File: src/rtl/dcf_pkg.sv
/*
  constants and carrier types for one channel of the dual-clock FIFO:
  depth, pointer widths, offset defaults, register map and pin bundle.
  assumes a single system clock; all pins are sampled into that clock.
*/
package dcf_pkg;

  // ****************************************
  // sizes
  // ****************************************
  localparam int DW = 9;
  localparam int AW = 8;
  localparam int PW = 9;
  localparam logic [PW-1:0] DEPTH = 9'h100;
  localparam logic [7:0] OFFS_RST = 8'h07;
  localparam logic [7:0] OFFS_MSB_RST = 8'h00;
  localparam logic [1:0] OFFS_EMPTY_LO = 2'h0;
  localparam logic [1:0] OFFS_FULL_LO = 2'h2;

  // ****************************************
  // register map
  // ****************************************
  localparam logic [31:0] ADDR_STATUS = 32'h0000_0000;
  localparam logic [31:0] ADDR_OFFSET = 32'h0000_0004;
  localparam logic [1:0] RESP_OK = 2'h0;
  localparam logic [1:0] RESP_ERR = 2'h2;
  localparam int ST_FULL = 9;
  localparam int ST_AFULL = 10;
  localparam int ST_AEMPTY = 11;
  localparam int ST_EMPTY = 12;
  localparam int ST_DUAL = 13;
  localparam int OF_FULL = 8;

  // ****************************************
  // pin bundle
  // ****************************************
  typedef struct packed {
    logic wclk;
    logic rclk;
    logic write_gate_one_n;
    logic write_gate_two_ld;
    logic ren1_n;
    logic ren2_n;
    logic oe_n;
    logic [DW-1:0] d;
  } dcf_pins_s;

endpackage

File: src/rtl/dcf_fifo_channel.sv
/*
  one channel of the dual-clock FIFO with status flags and offset registers.
  assumes write_clock and read_clock are pins far slower than clk; every pin
  is resampled by two flip-flops and its clock edges become enable pulses.
*/
// Summary of operation
// - zero words: full high, almost-full high, others low
// - one to n words: empty high, almost-empty low
// - depth-m to depth-1: almost-full low, full high
// - depth words: full and almost-full both low
// - between offsets: all four flags high
// - strap pin latched at reset selects mode
// - after reset data low, output enable controls drive
// - free-running clocks during reset are tolerated
// - full may lag one write edge
// - empty may lag one read edge
// - first word latency two reads; the first only clears empty
// - latency applies only at empty boundary
// - either inactive write enable blocks writes
// - almost-full may lag one write edge
// - almost-empty may lag one read edge
// - write at almost-full leaves depth minus m-1
// - read at almost-empty leaves n-1 words
// - write flags on write edges, read on read
// - write needs enable one low, two high
// - read needs both read enables low, not empty
// - load writes offsets in turn, wraps after four
`timescale 1ns/1ps
module dcf_fifo_channel
  import dcf_pkg::*;
(
  input wire logic clk,
  input wire logic sys_rst,
  input wire logic write_clock,
  input wire logic read_clock,
  input wire logic first_write_enable_n,
  input wire logic second_write_enable_or_load,
  input wire logic first_read_enable_n,
  input wire logic second_read_enable_n,
  input wire logic output_drive_enable_n,
  input wire logic [DW-1:0] write_data,
  output logic [DW-1:0] read_data_out,
  output logic read_data_oe_n,
  output logic full_indicator_n,
  output logic almost_full_indicator_n,
  output logic almost_empty_indicator_n,
  output logic empty_indicator_n,
  input wire logic [31:0] s_axi_awaddr,
  input wire logic s_axi_awvalid,
  output logic s_axi_awready,
  input wire logic [31:0] s_axi_wdata,
  input wire logic [3:0] s_axi_wstrb,
  input wire logic s_axi_wvalid,
  output logic s_axi_wready,
  output logic [1:0] s_axi_bresp,
  output logic s_axi_bvalid,
  input wire logic s_axi_bready,
  input wire logic [31:0] s_axi_araddr,
  input wire logic s_axi_arvalid,
  output logic s_axi_arready,
  output logic [31:0] s_axi_rdata,
  output logic [1:0] s_axi_rresp,
  output logic s_axi_rvalid,
  input wire logic s_axi_rready
);

  function automatic logic [PW-1:0] g2b(input logic [PW-1:0] g);
    logic [PW-1:0] b;
    b[PW-1] = g[PW-1];
    for (int i = PW - 2; i >= 0; i--)
    begin
      b[i] = b[i+1] ^ g[i];
    end
    return b;
  endfunction

  // ****************************************
  // pin sampling
  // ****************************************
  dcf_pins_s pin_raw, s1_ff, s2_ff;
  logic wclk_d_ff, rclk_d_ff;
  logic wr_edge, rd_edge;

  assign pin_raw = {write_clock, read_clock, first_write_enable_n,
                    second_write_enable_or_load, first_read_enable_n,
                    second_read_enable_n, output_drive_enable_n, write_data};

  // clocks keep running through reset; only edges after release act
  always_ff @(posedge clk)
  begin
    s1_ff <= pin_raw;
    s2_ff <= s1_ff;
  end

  always_ff @(posedge clk)
  begin
    wclk_d_ff <= s2_ff.wclk;
    rclk_d_ff <= s2_ff.rclk;
  end

  assign wr_edge = s2_ff.wclk & ~wclk_d_ff & ~sys_rst;
  assign rd_edge = s2_ff.rclk & ~rclk_d_ff & ~sys_rst;

  // ****************************************
  // mode strap
  // ****************************************
  logic dual_ff;

  always_ff @(posedge clk)
  begin
    if (sys_rst)
      dual_ff <= s2_ff.write_gate_two_ld;
  end

  // ****************************************
  // storage and pointers
  // ****************************************
  logic [DW-1:0] mem [0:(1<<AW)-1];
  logic [PW-1:0] wbin_ff, wgray_ff, rbin_ff, rgray_ff;
  logic [PW-1:0] rg_s1_ff, rg_s2_ff, wg_s1_ff, wg_s2_ff;
  logic [PW-1:0] wcnt, wcnt_nx, rcnt, rcnt_nx, wbin_nx, rbin_nx;
  logic [7:0] offs_ff [0:3];
  logic [1:0] widx_ff, ridx_ff;
  logic wr_go, rd_go, offs_wr, offs_rd, rd_both;

  // skew between the two edges shows only as extra sync delay
  always_ff @(posedge clk)
  begin
    rg_s1_ff <= rgray_ff;
    rg_s2_ff <= rg_s1_ff;
    wg_s1_ff <= wgray_ff;
    wg_s2_ff <= wg_s1_ff;
  end

  assign wcnt = wbin_ff - g2b(rg_s2_ff);
  assign rcnt = g2b(wg_s2_ff) - rbin_ff;
  // enable two must be high in both modes; low means blocked or load
  assign wr_go = wr_edge & ~s2_ff.write_gate_one_n & s2_ff.write_gate_two_ld & (wcnt != DEPTH);
  assign offs_wr = wr_edge & ~dual_ff & ~s2_ff.write_gate_one_n & ~s2_ff.write_gate_two_ld;
  assign rd_both = ~s2_ff.ren1_n & ~s2_ff.ren2_n;
  // reads wait for the registered empty flag, as the reader sees it
  assign rd_go = rd_edge & rd_both & empty_indicator_n & (dual_ff | s2_ff.write_gate_two_ld);
  assign offs_rd = rd_edge & rd_both & ~dual_ff & ~s2_ff.write_gate_two_ld;
  assign wbin_nx = wbin_ff + {{(PW-1){1'b0}}, wr_go};
  assign rbin_nx = rbin_ff + {{(PW-1){1'b0}}, rd_go};
  assign wcnt_nx = wcnt + {{(PW-1){1'b0}}, wr_go};
  assign rcnt_nx = rcnt - {{(PW-1){1'b0}}, rd_go};

  always_ff @(posedge clk)
  begin
    if (wr_go)
      mem[wbin_ff[AW-1:0]] <= s2_ff.d;
  end

  always_ff @(posedge clk)
  begin
    if (sys_rst)
    begin
      wbin_ff <= '0;
      wgray_ff <= '0;
    end
    else
    begin
      wbin_ff <= wbin_nx;
      wgray_ff <= wbin_nx ^ (wbin_nx >> 1);
    end
  end

  always_ff @(posedge clk)
  begin
    if (sys_rst)
    begin
      rbin_ff <= '0;
      rgray_ff <= '0;
    end
    else
    begin
      rbin_ff <= rbin_nx;
      rgray_ff <= rbin_nx ^ (rbin_nx >> 1);
    end
  end

  // ****************************************
  // status flags
  // ****************************************
  always_ff @(posedge clk)
  begin
    if (sys_rst)
    begin
      full_indicator_n <= 1'b1;
      almost_full_indicator_n <= 1'b1;
    end
    else if (wr_edge)
    begin
      full_indicator_n <= (wcnt_nx != DEPTH);
      almost_full_indicator_n <= (wcnt_nx < DEPTH - {1'b0, offs_ff[OFFS_FULL_LO]});
    end
  end

  always_ff @(posedge clk)
  begin
    if (sys_rst)
    begin
      empty_indicator_n <= 1'b0;
      almost_empty_indicator_n <= 1'b0;
    end
    else if (rd_edge)
    begin
      empty_indicator_n <= (rcnt_nx != '0);
      almost_empty_indicator_n <= (rcnt_nx > {1'b0, offs_ff[OFFS_EMPTY_LO]});
    end
  end

  // ****************************************
  // offset registers
  // ****************************************
  logic axi_wr_offs;
  logic [31:0] wdata_ff;
  logic [3:0] wstrb_ff;

  always_ff @(posedge clk)
  begin
    if (sys_rst)
    begin
      offs_ff[0] <= OFFS_RST;
      offs_ff[1] <= OFFS_MSB_RST;
      offs_ff[2] <= OFFS_RST;
      offs_ff[3] <= OFFS_MSB_RST;
      widx_ff <= 2'h0;
    end
    else if (offs_wr)
    begin
      offs_ff[widx_ff] <= s2_ff.d[7:0];
      widx_ff <= widx_ff + 2'h1;
    end
    else if (axi_wr_offs)
    begin
      if (wstrb_ff[0])
        offs_ff[OFFS_EMPTY_LO] <= wdata_ff[7:0];
      if (wstrb_ff[1])
        offs_ff[OFFS_FULL_LO] <= wdata_ff[OF_FULL+7:OF_FULL];
    end
  end

  // ****************************************
  // read port
  // ****************************************
  logic [DW-1:0] q_ff;

  always_ff @(posedge clk)
  begin
    if (sys_rst)
    begin
      q_ff <= '0;
      ridx_ff <= 2'h0;
    end
    else if (rd_go)
      q_ff <= mem[rbin_ff[AW-1:0]];
    else if (offs_rd)
    begin
      q_ff <= {1'b0, offs_ff[ridx_ff]};
      ridx_ff <= ridx_ff + 2'h1;
    end
  end

  assign read_data_out = q_ff;
  assign read_data_oe_n = s2_ff.oe_n;

  // ****************************************
  // register bus
  // ****************************************
  logic aw_got_ff, w_got_ff, wr_fire, bvalid_ff, rvalid_ff;
  logic [31:0] awaddr_ff, rdata_ff, status;
  logic [1:0] bresp_ff, rresp_ff;

  assign s_axi_awready = ~aw_got_ff & ~bvalid_ff;
  assign s_axi_wready = ~w_got_ff & ~bvalid_ff;
  assign s_axi_arready = ~rvalid_ff;
  assign wr_fire = aw_got_ff & w_got_ff & ~bvalid_ff;
  assign axi_wr_offs = wr_fire & ({awaddr_ff[31:2], 2'b00} == ADDR_OFFSET);
  assign s_axi_bvalid = bvalid_ff;
  assign s_axi_bresp = bresp_ff;
  assign s_axi_rvalid = rvalid_ff;
  assign s_axi_rdata = rdata_ff;
  assign s_axi_rresp = rresp_ff;

  always_comb
  begin
    status = '0;
    status[PW-1:0] = wcnt;
    status[ST_FULL] = full_indicator_n;
    status[ST_AFULL] = almost_full_indicator_n;
    status[ST_AEMPTY] = almost_empty_indicator_n;
    status[ST_EMPTY] = empty_indicator_n;
    status[ST_DUAL] = dual_ff;
  end

  always_ff @(posedge clk)
  begin
    if (sys_rst)
    begin
      aw_got_ff <= 1'b0;
      w_got_ff <= 1'b0;
      bvalid_ff <= 1'b0;
      bresp_ff <= RESP_OK;
      awaddr_ff <= '0;
      wdata_ff <= '0;
      wstrb_ff <= '0;
    end
    else
    begin
      if (s_axi_awvalid & s_axi_awready)
      begin
        aw_got_ff <= 1'b1;
        awaddr_ff <= s_axi_awaddr;
      end
      if (s_axi_wvalid & s_axi_wready)
      begin
        w_got_ff <= 1'b1;
        wdata_ff <= s_axi_wdata;
        wstrb_ff <= s_axi_wstrb;
      end
      if (wr_fire)
      begin
        aw_got_ff <= 1'b0;
        w_got_ff <= 1'b0;
        bvalid_ff <= 1'b1;
        bresp_ff <= axi_wr_offs ? RESP_OK : RESP_ERR;
      end
      else if (bvalid_ff & s_axi_bready)
        bvalid_ff <= 1'b0;
    end
  end

  always_ff @(posedge clk)
  begin
    if (sys_rst)
    begin
      rvalid_ff <= 1'b0;
      rdata_ff <= '0;
      rresp_ff <= RESP_OK;
    end
    else if (s_axi_arvalid & s_axi_arready)
    begin
      rvalid_ff <= 1'b1;
      rresp_ff <= RESP_OK;
      unique case ({s_axi_araddr[31:2], 2'b00})
        ADDR_STATUS: rdata_ff <= status;
        ADDR_OFFSET: rdata_ff <= {16'h0000, offs_ff[OFFS_FULL_LO], offs_ff[OFFS_EMPTY_LO]};
        default:
        begin
          rdata_ff <= '0;
          rresp_ff <= RESP_ERR;
        end
      endcase
    end
    else if (rvalid_ff & s_axi_rready)
      rvalid_ff <= 1'b0;
  end
endmodule // dcf_fifo_channel

File: config.mk
export PLATFORM = sky130hd
export DESIGN_NAME = dcf_fifo_channel
export DESIGN_NICKNAME = d
export VERILOG_FILES = /design/src/rtl/dcf_pkg.sv /design/src/rtl/dcf_fifo_channel.sv
export SDC_FILE = /design/constraint.sdc
export NUM_CORES = 2
export LEC_CHECK = 0
export BUFFER_PORTS_ARGS = -buffer_cell sky130_fd_sc_hd__buf_2
export CAP_MARGIN = 25
export CORE_MARGIN = 8
export CORE_UTILIZATION = 57
export CTS_BUF_LIST = sky130_fd_sc_hd__clkbuf_8
export DETAILED_ROUTE_END_ITERATION = 10
export HOLD_SLACK_MARGIN = 0.03
export MAX_ROUTING_LAYER = met4
export PLACE_DENSITY_LB_ADDON = 0.15
export SLEW_MARGIN = 20
export SYNTH_ARGS = -nofsm -noshare
export SYNTH_HDL_FRONTEND = slang
export SYNTH_SLANG_ARGS = --single-unit
File: constraint.sdc
create_clock -name clk -period 8.68 [get_ports clk]
set_input_delay 1.736 -clock clk [delete_from_list [all_inputs] [get_ports clk]]
set_output_delay 1.736 -clock clk [all_outputs]
set_load 0.03 [all_outputs]
# Word level (Yosys, flattened, before mapping)
# Memories as Yosys holds them, arrays and structs flattened. A register that Yosys moved wholly into a read port is not among the register bits.
# Cells that the tools add are included.
totals:
  regBits: 214
  mem_bits_rw: 2336
  input_bits: 123
  output_inout_bits: 55
  word_cells: 164
  mem_count: 2
mem_list:
  columns: ["memory", "words", "width", "read_ports", "rd_ports_with_merged_regs", "write_ports", "line", "source"]
  rows:
  - ["mem", 256, 9, 1, 1, 1, "dcf_fifo_channel.sv:118", "logic [DW-1:0] mem [0:(1<<AW)-1];"]
  - ["offs_ff", 4, 8, 3, 1, 4, "dcf_fifo_channel.sv:122", "logic [7:0] offs_ff [0:3];"]
classes:
  addsub: 9
  order_cmp: 2
  n_eq_ne: 4
  n_mux: 34
  n_bitwise: 60
  n_reduce_logical: 9
ops:
  columns: ["cell", "count"]
  rows:
  - ["$eq A30 B1 Y1 const B", 2]
  - ["$mux W8", 4]
  - ["$pmux W16 S2", 1]
  - ["$logic_not A30 Y1", 1]
  - ["$add A9 B1 Y9", 3]
  - ["$and A1 B1 Y1", 26]
  - ["$mux W1", 22]
  - ["$mux W9", 2]
  - ["$ne A9 B9 Y1 const B", 2]
  - ["$sub A9 B9 Y9", 2]
  - ["$xor A9 B8 Y9", 2]
  - ["$xor A1 B1 Y1", 16]
  - ["$not A1 Y1", 13]
  - ["$mux W2", 5]
  - ["$gt A9 B8 Y1", 1]
  - ["$lt A9 B9 Y1", 1]
  - ["$reduce_bool A9 Y1", 1]
  - ["$sub A9 B1 Y9", 1]
  - ["$sub A9 B8 Y9 const A", 1]
  - ["$reduce_or A8 Y1", 1]
  - ["$reduce_bool A2 Y1", 3]
  - ["$add A2 B1 Y2 const B", 2]
  - ["$reduce_or A2 Y1", 2]
  - ["$or A1 B1 Y1", 3]
  - ["$reduce_and A2 Y1", 1]

# Depth between registers and ports, before layout
depth:
  word_depth: 13
  ltp_mapped: 34
  ltp_nobuf: 31

# Worst setup path after synthesis
# OpenSTA, ideal clock, no wires.
synth_path:
  path_kind: "flip-flop to flip-flop"
  from: "register rg_s2_ff[8]"
  to: "register almost_full_indicator_n"
  setup_ns: 0.064
  arrival_time_ns: 6.349
  t_required_ns: 8.616
  slack_ns: 2.267
  path_stages_with_launch: 35
  n_path_buf: 3
  synth_period_minus_slack_ns: 6.413
  cell_sequence: "dfxtp_1 -> xnor2_2 -> xor2_1 -> xor2_1 -> xor2_1 -> xor2_1 -> xor2_1 -> xor2_1 -> xnor2_1 -> ha_1 -> inv_1 -> fa_1 -> nand2_1 -> nand2_1 -> a21oi_1 -> o21bai_1 -> a21oi_1 -> a22oi_1 -> xnor2_1 -> a31o_2 -> clkbuf_1 -> buf_2 -> buf_2 -> inv_1 -> ha_1 -> ha_1 -> ha_1 -> a21o_1 -> a21o_1 -> a21o_1 -> a21o_1 -> a21o_1 -> a211oi_1 -> nor3_1 -> nor2_1"
synth_via:
  elab_chain_cells: 13
synth_lines:
  columns: ["item", "line", "source"]
  rows:
  - ["start: declaration", "dcf_fifo_channel.sv:120", "logic [PW-1:0] rg_s1_ff, rg_s2_ff, wg_s1_ff, wg_s2_ff;"]
  - ["start signal: assignment", "dcf_fifo_channel.sv:130", "rg_s2_ff <= rg_s1_ff;"]
  - ["$xor A1 B1 Y1 (8 in a row)", "dcf_fifo_channel.sv:72", "b[i] = b[i+1] ^ g[i];"]
  - ["$sub A9 B9 Y9 *", "dcf_fifo_channel.sv:135", "assign wcnt = wbin_ff - g2b(rg_s2_ff);"]
  - ["$ne A9 B9 Y1", "dcf_fifo_channel.sv:138", "assign wr_go = wr_edge & ~s2_ff.write_gate_one_n & s2_ff.write_gate_two_ld & (wcnt != DEPTH);"]
  - ["$and A1 B1 Y1", "dcf_fifo_channel.sv:138", null]
  - ["$add A9 B1 Y9 *", "dcf_fifo_channel.sv:146", "assign wcnt_nx = wcnt + {{(PW-1){1'b0}}, wr_go};"]
  - ["$lt A9 B9 Y1 *", "dcf_fifo_channel.sv:196", "almost_full_indicator_n <= (wcnt_nx < DEPTH - {1'b0, offs_ff[OFFS_FULL_LO]});"]
  - ["end signal: assignment", "dcf_fifo_channel.sv:196", null]
  - ["end: declaration", "dcf_fifo_channel.sv:45", "output logic almost_full_indicator_n,"]
# Every way passes the cells marked *; elsewhere a longest branch is shown, timed or not.
# A chain may end at the register's enable or synchronous reset.

# Worst setup path after layout
# Ends and elaborated chain as after synthesis.

==> results.sh <==
export IMPL_r2r_start="rg_s2_ff[8]"
export IMPL_die_h_um=433.0
export IMPL_crit_path_max_fanout=3
export IMPL_seq_area_frac_synth=0.7470
export IMPL_critical_path_max_stage_delay_ps=430
export IMPL_async_flop_share=0
export IMPL_postCtsHoldBufs=0
export IMPL_wl_um=250900
export IMPL_final_util=0.6437
export IMPL_reg2regPathDepth=31
export IMPL_rrSetupSlack_ps=1930
export IMPL_yosysMostFrequentCell="edfxtp_1"
export IMPL_area_growth_pct=12.52
export IMPL_fin_crit_sh=0.7775
export IMPL_grt_overflow_total=0
export IMPL_path_class="register to register"
export IMPL_cts_sinks=2530
export IMPL_timing_rr_end="almost_full_indicator_n"
export IMPL_fmax_mhz=148.2
export IMPL_cts_resized=0
export IMPL_cp_data_required_time_ps=9650
export IMPL_endpoint_kind="register"
export IMPL_cts_htree_levels=5
export IMPL_synth_cell_types=67
export IMPL_initial_utilization=0.5721
export IMPL_tightest_slew_ps=1263
export IMPL_synth_top_area_frac=0.7080
export IMPL_rsz0062_at_grt="no"
export IMPL_crit_path_frequent_cell="xor2_1"
export IMPL_synth_area_um2=99110
export IMPL_slew_headroom=0.1580
export IMPL_yosysWarningCount=0
export IMPL_status="finished, final reports clean"
export IMPL_period_needed_ps=6748
export IMPL_drt_first_pass_iters=6
export IMPL_grt_usage=0.2747
export IMPL_hp_start="wgray_ff[2]"
export IMPL_grt_max_degree=217
export IMPL_cts_tree="yes"
export IMPL_coreArea_um2=173200
export IMPL_setup_tns_ps=0
export IMPL_vias=51810
export IMPL_irDropWorstVdd_uv=163.0
export IMPL_portBuffers=137
export IMPL_gp_congestion=0.8665
export IMPL_slew_viol_final=0
export IMPL_postSynthAreaPerCell_um2=20.01
export IMPL_grt_pass1_wl_um=362500
export IMPL_syn_inst=4954
export IMPL_chipWidth_um=433.0
export IMPL_hold_viol_final=0
export IMPL_hpwl_um=146900
export IMPL_clk_pin_slew_worst_paths_ps=60
export IMPL_synth_largest_area_cell="edfxtp_1"
export IMPL_clockBufferDepth=4
export IMPL_total_power_mw=23.27
export IMPL_avgRoutedWirePerCell_um=30.70
export IMPL_drv_cap=0
export IMPL_min_delay_path_depth=0
export IMPL_clock_latency_ps=1090
export IMPL_io_pins=178
export IMPL_cellLeakagePower_nw=35.51
export IMPL_drive_gt1_frac=0.2848
export IMPL_root_buffer="clkbuf_8"
export IMPL_dieArea_um2=187500
export IMPL_synth_area_leaders="edfxtp_1, mux4_2, dfxtp_1"
export IMPL_worstPathArrival_ps=7720
export IMPL_grt_pass1_vias=51370
export IMPL_postRouteAntennaNets=0
export IMPL_drt_iter0_markers=6192
export IMPL_min_to="wg_s1_ff[2]"
export IMPL_drc=0
export IMPL_startpoint_type="register"
export IMPL_power_density_nw_per_um2=208.7
export IMPL_cp_slowest_cell="fa_1"
export IMPL_synth_edff_count=2337
export IMPL_synth_commonest_cells="edfxtp_1, mux4_2, nor3_1, nand2_1, dfxtp_1"
export IMPL_post_cts_setup_buffer_count=0
export IMPL_setup_violations=0
export IMPL_vias_per_cell=6.339
export IMPL_ys_flop_type="edfxtp_1"
export IMPL_cts_buffers=412
export IMPL_min_path_type="register to register"
export IMPL_row_count=153
export IMPL_antenna_found_initial=6
export IMPL_fin_worst_skew_ps=67.97
export IMPL_fin_nets=5712
export IMPL_ys_ff_latch=2530
[how the worst max path moves through the flow]
stage | from | to | depth (start not counted)
finish | rg_s2_ff[8] | almost_full_indicator_n | 31
global route | rg_s2_ff[7] | almost_full_indicator_n | 31
CTS | rg_s2_ff[8] | almost_full_indicator_n | 31
detailed placement | rg_s2_ff[8] | almost_full_indicator_n | 31
global placement | rg_s2_ff[8] | almost_full_indicator_n | 31
floorplan | rg_s2_ff[8] | almost_full_indicator_n | 34
[through the flow]
stage | instance area, µm² | hold WS [ps] | setup WS (ps) | cells
after CTS | 111400 | 307.9 | 1999 | 8162
final | 111500 | 312.9 | 1932 | 8173
after global routing | 111500 | 315.1 | 1528 | 8171
after floorplan | 99180 | 309.6 | 2267 | 4971
after global placement | 103900 | 310.4 | 2081 | 7440
after detailed placement | 103900 | 312.1 | 2034 | 7444
[cell type report]
class                           count  area [µm²]
Clock buffer                      435        5987
Fill cell                       11750       61730
Tap cell                         2325        2909
Timing Repair Buffer              475        3528
Inverter                           46       180.2
Multi-Input combinational cell   2074       23330
Sequential cell                  2530       74090
Clock inverter                    283        1481
Antenna cell                        5       12.51
[metal layers]
layer | global-route usage | up-vias | part of all wire
met5 | - | - | 0
met1 | 0.3892 | 27010 | 0.41
met3 | 0.05633 | 481 | 0.096
met4 | 0.09441 | 0 | 0.035
met2 | 0.4052 | 2680 | 0.46
li1 | - | 21630 | -
[registers in the layout, indices dropped and copies added (netlist names), 2 cells and up, named ones only]
signal	count
rg_s2_ff	9
s2_ff	15
offs_ff	32
wgray_ff	8
awaddr_ff	30
wstrb_ff	2
s1_ff	16
s_axi_rdata	16
wdata_ff	16
read_data_out	9
mem	2304
wbin_ff	9
ridx_ff	2
rgray_ff	8
rg_s1_ff	9
wg_s2_ff	9
wg_s1_ff	9
rbin_ff	9
widx_ff	2
[worst max-delay path: cells and delay by family (launching register included)]
| family | cells | cell delay [ps] |
|---|---|---|
| AO/OA/AOI/OAI | 11 | 2040 |
| XOR/XNOR | 9 | 2330 |
| buffers and inverters | 2 | 160 |
| AND/OR/NAND/NOR | 4 | 340 |
| flip-flops | 1 | 380 |
| adder cells (fa/ha/maj) | 5 | 1430 |
[placed cells by master (no fill, tap or decap), types with 13 or more instances in the layout]
master	netlist	routed
a21oi_1	135	135
a22oi_1	37	37
and3_1	21	21
buf_12	0	19
buf_2	77	136
buf_4	43	312
bufinv_16	0	13
clkbuf_8	0	435
clkinv_1	2	91
clkinv_2	0	41
conb_1	1	18
dfxtp_1	193	178
dfxtp_4	0	14
edfxtp_1	2337	2337
ha_1	48	48
inv_1	41	174
mux2_2	21	21
mux2i_1	158	158
mux4_2	611	611
nand2_1	208	198
nand3_1	28	21
nor2_1	114	111
nor2b_1	19	19
nor3_1	280	270
nor4_1	17	16
o21ai_0	23	22
o221ai_1	71	71
o22ai_1	39	39
xnor2_1	46	46
xor2_1	32	32
[power breakdown]
part	switching, mW	total (mW)	internal (mW)
registers	0.0607	13.4	13.3
logic	0.271	0.349	0.0779
clock network	4.54	9.53	4.98
[cell families after synthesis]
| kind of cell | Yosys count | share of synthesized area |
|---|---|---|
| simple gates | 735 | 0.03466 |
| xor+xnor | 82 | 0.007612 |
| fa+ha+maj | 50 | 0.006463 |
| compound gates | 399 | 0.02729 |
| other cells | 1 | 0.00003784 |
| buf+inv | 367 | 0.01972 |
| mux | 790 | 0.1572 |
| flops | 2530 | 0.7470 |
Note: power is estimated with default switching activity, not from simulation.
